## src/hw/swire_pkg.sv

```systemverilog
// Constants and carrier types for the single-wire push-pull master.
//
// Notes on behaviour
// - Master starts a frame whenever a byte arrives; the code waits for idle, a free result buffer and a slot boundary.
// - Three address bits select one of eight slaves.
// - Drive push pin; ignore pull pin during push.
// - Frame is push portion then pull portion.
// - Order: start, push sync, data, address.
// - Start is three low time slots.
// - Push sync is biphase zero.
// - Five data bits then three address bits.
// - Byte bits 4..0 data, 7..5 address.
// - Master sends pull sync as biphase one.
// - Pull bits NRZ, one sampled per slot.
// - Captured pull byte goes to frame data.
// - Biphase: zero high-low, one low-high.
// - Slot is half a push bit period.
// - Whole frame sequenced in hardware.
// - Pull code all ones or zeros invalid.
// - Readback mismatch in push sets bit error.
// - Long low request drives 20 low slots.
// - Receiver inhibited until pull sync issued.
package swire_pkg;

  // -----------------------------------------------------------------
  // Frame layout
  // -----------------------------------------------------------------
  localparam int START_SLOTS   = 3;   // Low slots of the start pattern.
  localparam int DATA_BITS     = 5;   // Push data bits.
  localparam int ADDR_BITS     = 3;   // Push address bits.
  localparam int PUSH_BITS     = 8;   // Data plus address.
  localparam int PULL_BITS     = 8;   // Pull bits captured per frame.
  localparam int LONG_LOW_SLOTS = 20; // Slots of a long low request.
  localparam int CODE_BITS     = 3;   // Width of the pull status code.

  // -----------------------------------------------------------------
  // Timing
  // -----------------------------------------------------------------
  localparam int CLK_HZ        = 10_000_000; // Core clock rate.
  localparam int PUSH_RATE_HZ  = 20_000;     // Typical push bit rate.
  localparam int SLOT_CYCLES   = CLK_HZ / (2 * PUSH_RATE_HZ);
  localparam logic [15:0] SLOT_DIV_RESET = 16'(SLOT_CYCLES);

  // -----------------------------------------------------------------
  // Carrier types
  // -----------------------------------------------------------------
  // The byte software hands in: address above data.
  typedef struct packed {
    logic [ADDR_BITS-1:0] addr;
    logic [DATA_BITS-1:0] data;
  } push_byte_t;

  // What the engine reports at the end of a frame.
  typedef struct packed {
    logic [PULL_BITS-1:0] pull_data;
    logic                 code_bad;
    logic                 bit_error;
  } frame_result_t;

endpackage

```

## src/hw/swire_master.sv

```systemverilog
// Frame engine of the single-wire push-pull master.
`timescale 1ns/1ps
module swire_master
(
  input  wire logic                    i_clk,         // Core clock.
  input  wire logic                    i_rst,         // Async reset.
  input  wire logic [15:0]             i_slot_div,    // Cycles per slot.
  input  wire logic                    i_receive_enable, // Pull capture.
  input  wire logic                    i_long_low_request, // Break pulse.
  input  wire swire_pkg::push_byte_t   i_push_byte,   // Byte to send.
  input  wire logic                    i_push_valid,  // Byte offered.
  output logic                         o_push_ready,  // Byte accepted.
  input  wire logic                    i_pull_in_pin, // Line readback.
  output logic                         o_push_out_pin, // Line drive.
  output swire_pkg::frame_result_t     o_result,      // Frame result.
  output logic                         o_result_valid, // Result held.
  input  wire logic                    i_result_ready, // Result taken.
  output logic                         o_busy         // Frame running.
);

  // -----------------------------------------------------------------
  // Pin synchroniser
  // -----------------------------------------------------------------
  logic pin_meta; // First stage, read only by the second.
  logic pin_sync; // Line level in the core domain.

  // The pull pin is asynchronous, so it passes two flip-flops.
  always_ff @(posedge i_clk or posedge i_rst)
  begin
    if (i_rst)
    begin
      pin_meta <= 1'b1;
      pin_sync <= 1'b1;
    end
    else
    begin
      pin_meta <= i_pull_in_pin;
      pin_sync <= pin_meta;
    end
  end

  // -----------------------------------------------------------------
  // Slot timer
  // -----------------------------------------------------------------
  logic [15:0] slot_cnt;  // Cycles left in the slot.
  logic        slot_tick; // Last cycle of a slot.
  logic        mid_tick;  // Middle of a slot, for sampling.

  // A zero divider would stall the engine, so it counts as one.
  assign slot_tick = (slot_cnt == 16'h0000);
  assign mid_tick  = (slot_cnt == (i_slot_div >> 1));

  // Free-running slot divider of the core clock.
  always_ff @(posedge i_clk or posedge i_rst)
  begin
    if (i_rst)
      slot_cnt <= 16'h0000;
    else if (slot_tick)
      slot_cnt <= (i_slot_div == 16'h0000) ? 16'h0000 : i_slot_div - 16'h0001;
    else
      slot_cnt <= slot_cnt - 16'h0001;
  end

  // -----------------------------------------------------------------
  // Frame sequencer
  // -----------------------------------------------------------------
  typedef enum logic [2:0] {
    ST_IDLE, ST_START, ST_SYNC, ST_PUSH, ST_PSYNC, ST_PULL, ST_LONG
  } state_t;

  state_t     state;     // Current frame phase.
  logic [4:0] slot_idx;  // Slot count inside the phase.
  logic [3:0] bit_idx;   // Bit count inside the phase.
  logic [7:0] shift_out; // Push bits, LSB first.
  logic [7:0] shift_in;  // Pull bits collected.
  logic       bit_error; // Readback mismatch seen.
  logic       first_half; // First slot of a biphase bit.
  logic       long_pend; // Long low waiting for a slot boundary.
  logic       hold_full; // Result buffer holds a word.

  // Biphase first slot is the inverse of the bit.
  function automatic logic biphase(input logic b, input logic first);
    biphase = first ? ~b : b;
  endfunction

  // A byte is accepted only when idle and the result buffer has room,
  // so a slow reader stalls the source instead of losing a frame.
  // Ready is registered, so it lags the engine by one cycle; the idle
  // branch below still gives a pending long low priority over a byte.
  always_ff @(posedge i_clk or posedge i_rst)
  begin
    if (i_rst)
      o_push_ready <= 1'b0;
    else
      o_push_ready <= (state == ST_IDLE) & ~hold_full & ~long_pend;
  end

  // Latch a long low request until the long low phase begins.
  always_ff @(posedge i_clk or posedge i_rst)
  begin
    if (i_rst)
      long_pend <= 1'b0;
    else if (i_long_low_request)
      long_pend <= 1'b1;
    else if (state == ST_LONG)
      long_pend <= 1'b0;
  end

  // Phase sequencing, one step per slot, all in hardware.
  always_ff @(posedge i_clk or posedge i_rst)
  begin
    if (i_rst)
    begin
      state      <= ST_IDLE;
      slot_idx   <= 5'h00;
      bit_idx    <= 4'h0;
      first_half <= 1'b1;
      shift_out  <= 8'h00;
    end
    else
    begin
      unique case (state)
        ST_IDLE:
        begin
          // Only a slot boundary may open a frame.
          if (slot_tick && long_pend)
          begin
            state    <= ST_LONG;
            slot_idx <= 5'h00;
          end
          else if (slot_tick && i_push_valid && o_push_ready)
          begin
            state     <= ST_START;
            slot_idx  <= 5'h00;
            // Data in bits 4..0, address in 7..5.
            shift_out <= {i_push_byte.addr, i_push_byte.data};
          end
        end
        ST_START:
          // Three low slots break the coding.
          if (slot_tick)
          begin
            if (slot_idx == 5'(swire_pkg::START_SLOTS - 1))
            begin
              state      <= ST_SYNC;
              first_half <= 1'b1;
            end
            slot_idx <= slot_idx + 5'h01;
          end
        ST_SYNC:
          // Push sync follows the start directly.
          if (slot_tick)
          begin
            first_half <= ~first_half;
            if (!first_half)
            begin
              state   <= ST_PUSH;
              bit_idx <= 4'h0;
            end
          end
        ST_PUSH:
          // Five data then three address bits, LSB first.
          if (slot_tick)
          begin
            first_half <= ~first_half;
            if (!first_half)
            begin
              shift_out <= {1'b0, shift_out[7:1]};
              if (bit_idx == 4'(swire_pkg::PUSH_BITS - 1))
                state <= ST_PSYNC;
              bit_idx <= bit_idx + 4'h1;
            end
          end
        ST_PSYNC:
          // Master issues the pull sync itself.
          if (slot_tick)
          begin
            first_half <= ~first_half;
            if (!first_half)
            begin
              state   <= ST_PULL;
              bit_idx <= 4'h0;
            end
          end
        ST_PULL:
          // One NRZ bit per slot.
          if (slot_tick)
          begin
            if (bit_idx == 4'(swire_pkg::PULL_BITS - 1))
              state <= ST_IDLE;
            bit_idx <= bit_idx + 4'h1;
          end
        ST_LONG:
          // Twenty low slots reset the slaves.
          if (slot_tick)
          begin
            if (slot_idx == 5'(swire_pkg::LONG_LOW_SLOTS - 1))
              state <= ST_IDLE;
            slot_idx <= slot_idx + 5'h01;
          end
      endcase
    end
  end

  // -----------------------------------------------------------------
  // Line drive
  // -----------------------------------------------------------------
  logic next_line; // Level for the push pin.

  // Level chosen per phase; idle leaves the line recessive.
  always_comb
  begin
    next_line = 1'b1;
    unique case (state)
      ST_IDLE:  next_line = 1'b1;
      ST_START: next_line = 1'b0;
      ST_SYNC:  next_line = biphase(1'b0, first_half);
      ST_PUSH:  next_line = biphase(shift_out[0], first_half);
      ST_PSYNC: next_line = biphase(1'b1, first_half);
      ST_PULL:  next_line = 1'b1;
      ST_LONG:  next_line = 1'b0;
    endcase
  end

  // Registered drive keeps the pin glitch free.
  always_ff @(posedge i_clk or posedge i_rst)
  begin
    if (i_rst)
      o_push_out_pin <= 1'b1;
    else
      o_push_out_pin <= next_line;
  end

  // -----------------------------------------------------------------
  // Readback check and pull capture
  // -----------------------------------------------------------------
  logic push_phase; // Master owns the line.

  assign push_phase = (state == ST_START) | (state == ST_SYNC) |
                      (state == ST_PUSH);

  // Mid-slot compare of line against drive; cleared per frame.
  always_ff @(posedge i_clk or posedge i_rst)
  begin
    if (i_rst)
      bit_error <= 1'b0;
    else if (state == ST_IDLE && i_push_valid && o_push_ready)
      bit_error <= 1'b0;
    else if (push_phase && mid_tick && (pin_sync != o_push_out_pin))
      bit_error <= 1'b1;
  end

  // Capture only in the pull phase with receive enabled.
  always_ff @(posedge i_clk or posedge i_rst)
  begin
    if (i_rst)
      shift_in <= 8'h00;
    else if (state == ST_PSYNC)
      shift_in <= 8'h00;
    else if (state == ST_PULL && mid_tick && i_receive_enable)
      // First bit ends in bit 0 after eight shifts.
      shift_in <= {pin_sync, shift_in[7:1]};
  end

  // -----------------------------------------------------------------
  // Result buffer
  // -----------------------------------------------------------------
  logic frame_done; // Last pull slot ends.
  logic [swire_pkg::CODE_BITS-1:0] code; // Leading status bits.

  assign frame_done = (state == ST_PULL) && slot_tick &&
                      (bit_idx == 4'(swire_pkg::PULL_BITS - 1));
  assign code = shift_in[swire_pkg::CODE_BITS-1:0];

  // Finished pull byte is held for software.
  always_ff @(posedge i_clk or posedge i_rst)
  begin
    if (i_rst)
    begin
      hold_full <= 1'b0;
      o_result  <= '0;
    end
    else if (frame_done)
    begin
      hold_full           <= 1'b1;
      o_result.pull_data  <= shift_in;
      o_result.bit_error  <= bit_error;
      // Status code all ones or all zeros marks a failed frame.
      o_result.code_bad   <= (&code) | ~(|code);
    end
    else if (i_result_ready)
      hold_full <= 1'b0;
  end

  assign o_result_valid = hold_full;

  // Busy flag registered for the pins.
  always_ff @(posedge i_clk or posedge i_rst)
  begin
    if (i_rst)
      o_busy <= 1'b0;
    else
      o_busy <= (state != ST_IDLE);
  end
endmodule

```

## config.mk

```make
export PLATFORM = sky130hd
export DESIGN_NAME = swire_master
export DESIGN_NICKNAME = d
export VERILOG_FILES = /design/src/hw/swire_pkg.sv /design/src/hw/swire_master.sv
export SDC_FILE = /design/constraint.sdc
export NUM_CORES = 1
export LEC_CHECK = 0
export BUFFER_PORTS_ARGS = -buffer_cell sky130_fd_sc_hd__buf_2
export CAP_MARGIN = 40
export CORE_ASPECT_RATIO = 1.25
export CORE_UTILIZATION = 30
export DETAILED_ROUTE_END_ITERATION = 10
export GPL_TIMING_DRIVEN = 0
export HOLD_SLACK_MARGIN = 0.08
export RECOVER_POWER = 50
export SLEW_MARGIN = 20
export SYNTH_ARGS = -nofsm -noshare
export SYNTH_HDL_FRONTEND = slang
export SYNTH_SLANG_ARGS = --single-unit
```

## constraint.sdc

```tcl
create_clock -name i_clk -period 4.3 [get_ports i_clk]
set_input_delay 0.645 -clock i_clk [delete_from_list [all_inputs] [get_ports i_clk]]
set_output_delay 0.645 -clock i_clk [all_outputs]
set_load 0.1 [all_outputs]
```

==> impl_metrics.tcl <==
set metrics [dict create \
    switching_share_pct 23.87 \
    initial_core_util_pct 31.08 \
    pwr-share-seq_pct 44.5 \
    cts_root_buffer "clkbuf_16" \
    cap_violations 1 \
    min_period_over_period_pct 68.67 \
    slew_headroom_pct -16.73 \
    htreeDepth 3 \
    clkPwrFrac_pct 48.1 \
    syn_nets 420 \
    min_period_ns 2.953 \
    failed_checks "capacitance limit, slew limit" \
    syn_inst 383 \
    syn_avg_cell_area_um2 9.471 \
    ys_seq_area_share_pct 43.60 \
    hold_viol 0 \
    startpoint "slot_cnt[0]" \
    antenna_cells 0 \
    worst_pin_slew_ns 1.751 \
    postCtsSetupBuffers 0 \
    critPathKind "reg2reg" \
    syn-cell-area_mm2 0.003627 \
    areaGrowthSynthToFinish_pct 19.90 \
    die_h_um 124.9 \
    drtIter0Drc 108 \
    grt_pass1_wl_um 15340 \
    powerDensity_mw_per_mm2 342.3 \
    cts_tree "done" \
    min_from "pin_meta" \
    async_flop_share_pct 100.0 \
    gp_congestion 0.8666 \
    finClkSkew_ns 0.008085 \
    port_buffers 44 \
    io_pins 45 \
    viasPerCell 5.211 \
    peakVddDrop_uv 187.7 \
    dieArea_mm2 0.01254 \
    core.rowCount 44 \
    final_design_area_no_fill_mm2 0.004349 \
    die_x_um 100.4 \
    startpoint_type "flop" \
    drcViolationCount 0 \
    min_path_type "reg2reg" \
    clkLatencyLatePin_ns 0.34 \
    clock_sinks 63 \
    reg2reg_from "slot_cnt[0]" \
    p_int_mw 1.134 \
    rsz0062_at_grt "no" \
    fin_tns_setup_ns 0 \
    ys.flop_type "dfrtp_1" \
    synth.distinct_cells 56 \
    crit_fanout 10 \
    ys_ff_latch 63 \
    yosysWarnings 0 \
    first_pass_iters 4 \
    cp.required_ns 4.51 \
    grt-ovfl-total 0 \
    nets 477 \
    synth_edf_count 0 \
    grt_pass1_vias 3181 \
    grt_max_degree 33 \
    antenna_found_initial 0 \
    dp_hpwl_um 6580 \
    wl_per_cell_um 14.72 \
    holdBufCountCts 0 \
    fmax_mhz 338.7 \
    setup_violations 0 \
    cts_resized 0 \
    leakage_nw 1.828 \
    status "finished with violations" \
    cts_buffers 9 \
    clk_pin_slew_ns 0.06 \
    dpl_cell_area_mm2 0.004076 \
    routed_wl_um 8918 \
    switching_power_mw 0.3553 \
    clk_path_buf_depth 2 \
    pwr-share-comb_pct 7.4 \
    drive_above_1_share_pct 15.96 \
    grt_use_total_pct 15.58 \
    critical_path_arrival_ns 3.17 \
    coreArea_mm2 0.01167 \
    detail-route-antenna-nets 0 \
    slew_viol_final 33 \
    cp-end-kind "flop" \
    vias 3158 \
]
[path summary, 6_finish.rpt]
| path | endpoint | slack [ns] | cells past startpoint |
|---|---|---|---|
| setup / recovery | state[2] | 1.35 | 8 |
| hold / removal | pin_sync | 0.35 | 0 |
| setup reg to reg | state[2] | 1.35 | 8 |
| hold reg to reg | pin_sync | 0.35 | 0 |
| max in group asynchronous | state[2] | 1.51 | 3 |
| min in group asynchronous | o_result[8] | 0.61 | 2 |
[power by group through the flow]
stage	Combinational (mW)	Sequential, mW	Clock, mW
3_5_place_dp	0.115	0.671	0
6_report	0.111	0.662	0.716
5_1_grt	0.128	0.666	0.759
3_3_place_gp	0.108	0.671	0
2_1_floorplan	0.0722	0.660	0
4_1_cts	0.115	0.661	0.737
[registers in the layout, summed over array words and instances (netlist names), 3 cells and up]
register	count
state	3
slot_cnt	16
slot_idx	5
o_result	10
shift_in	8
bit_idx	4
shift_out	8
[placed cells by master, fill, tap and decap left out, types with 9 or more instances in the layout]
cell,instances
dfrtp_1,59
buf_2,44
nand2_1,33
xor2_1,27
a21oi_1,23
nor2_1,20
o21ai_0,20
clkbuf_1,19
nand3_1,16
nor3_1,14
mux2_1,12
o21ai_1,12
xnor2_1,12
nor4_1,9
mux2i_1,9
clkbuf_16,9
[worst max-delay path, cell delays in order (launching register included)]
cell and delay (ns):
dfrtp_1 0.43, inv_1 0.08, ha_1 0.17, or4b_4 0.51, nor4b_4 0.41, and2_1 0.31, buf_1 0.52, a41oi_1 0.21
o221a_1 0.17
[final cells by class]
cell class	instances	area [um^2]
tap	161	201.4
timing repair buffer	46	226.5
fill	1213	7322
clock buffer	13	250.2
clock inverter	3	42.54
buffer	16	65.06
multi-input combinational	295	1947
inverter	9	35.03
sequential	63	1582
[routing by layer]
layer	share of wire, %	routed length [um]	vias up	global-route usage, %
met5	0	0	-	0
met4	2.5	221	0	7.332
met3	4.8	427	22	3.857
met2	50	4424	85	26.19
met1	43	3845	1535	18.49
li1	-	-	1516	-
[cell families after synthesis]
logic type,after synthesis,synth area share (%)
mux,22,6.520
buf+inv,25,2.725
flops,63,43.60
compound gates,89,14.63
xor+xnor,39,9.417
simple gates,139,21.04
fa+ha+maj,6,2.070
[Yosys cell counts (all sizes together), types with 6 or more instances]
cell type / instances / area share [%]
a21oi: 23 / 3.2
clkbuf: 13 / 1.3
dfrtp: 59 / 41
ha: 6 / 2.1
inv: 9 / 0.93
mux2: 13 / 4.0
mux2i: 9 / 2.5
nand2: 34 / 3.6
nand3: 16 / 2.2
nand4: 6 / 1.0
nor2: 20 / 2.1
nor3: 14 / 1.9
nor4: 9 / 1.6
o21ai: 32 / 4.4
o22ai: 8 / 1.4
or3: 6 / 1.0
xnor2: 12 / 2.9
xor2: 27 / 6.5
[stage by stage]
| stage | worst slack, ns | instances | total power [mW] | utilization, % | hold slack (ns) |
|---|---|---|---|---|---|
| finish | 1.347 | 606 | 1.489 | 37.26 | 0.3538 |
| global placement | 1.247 | 588 | 0.7791 | 34.69 | 0.3495 |
| floorplan | 1.859 | 383 | 0.7326 | - | 0.3452 |
| global route | 0.9011 | 606 | 1.554 | 37.26 | 0.3684 |
| detailed placement | 1.373 | 590 | 0.7856 | 34.93 | 0.3484 |
| CTS | 1.341 | 606 | 1.514 | 37.44 | 0.3197 |
No activity file was read; power rests on OpenSTA's default activity.
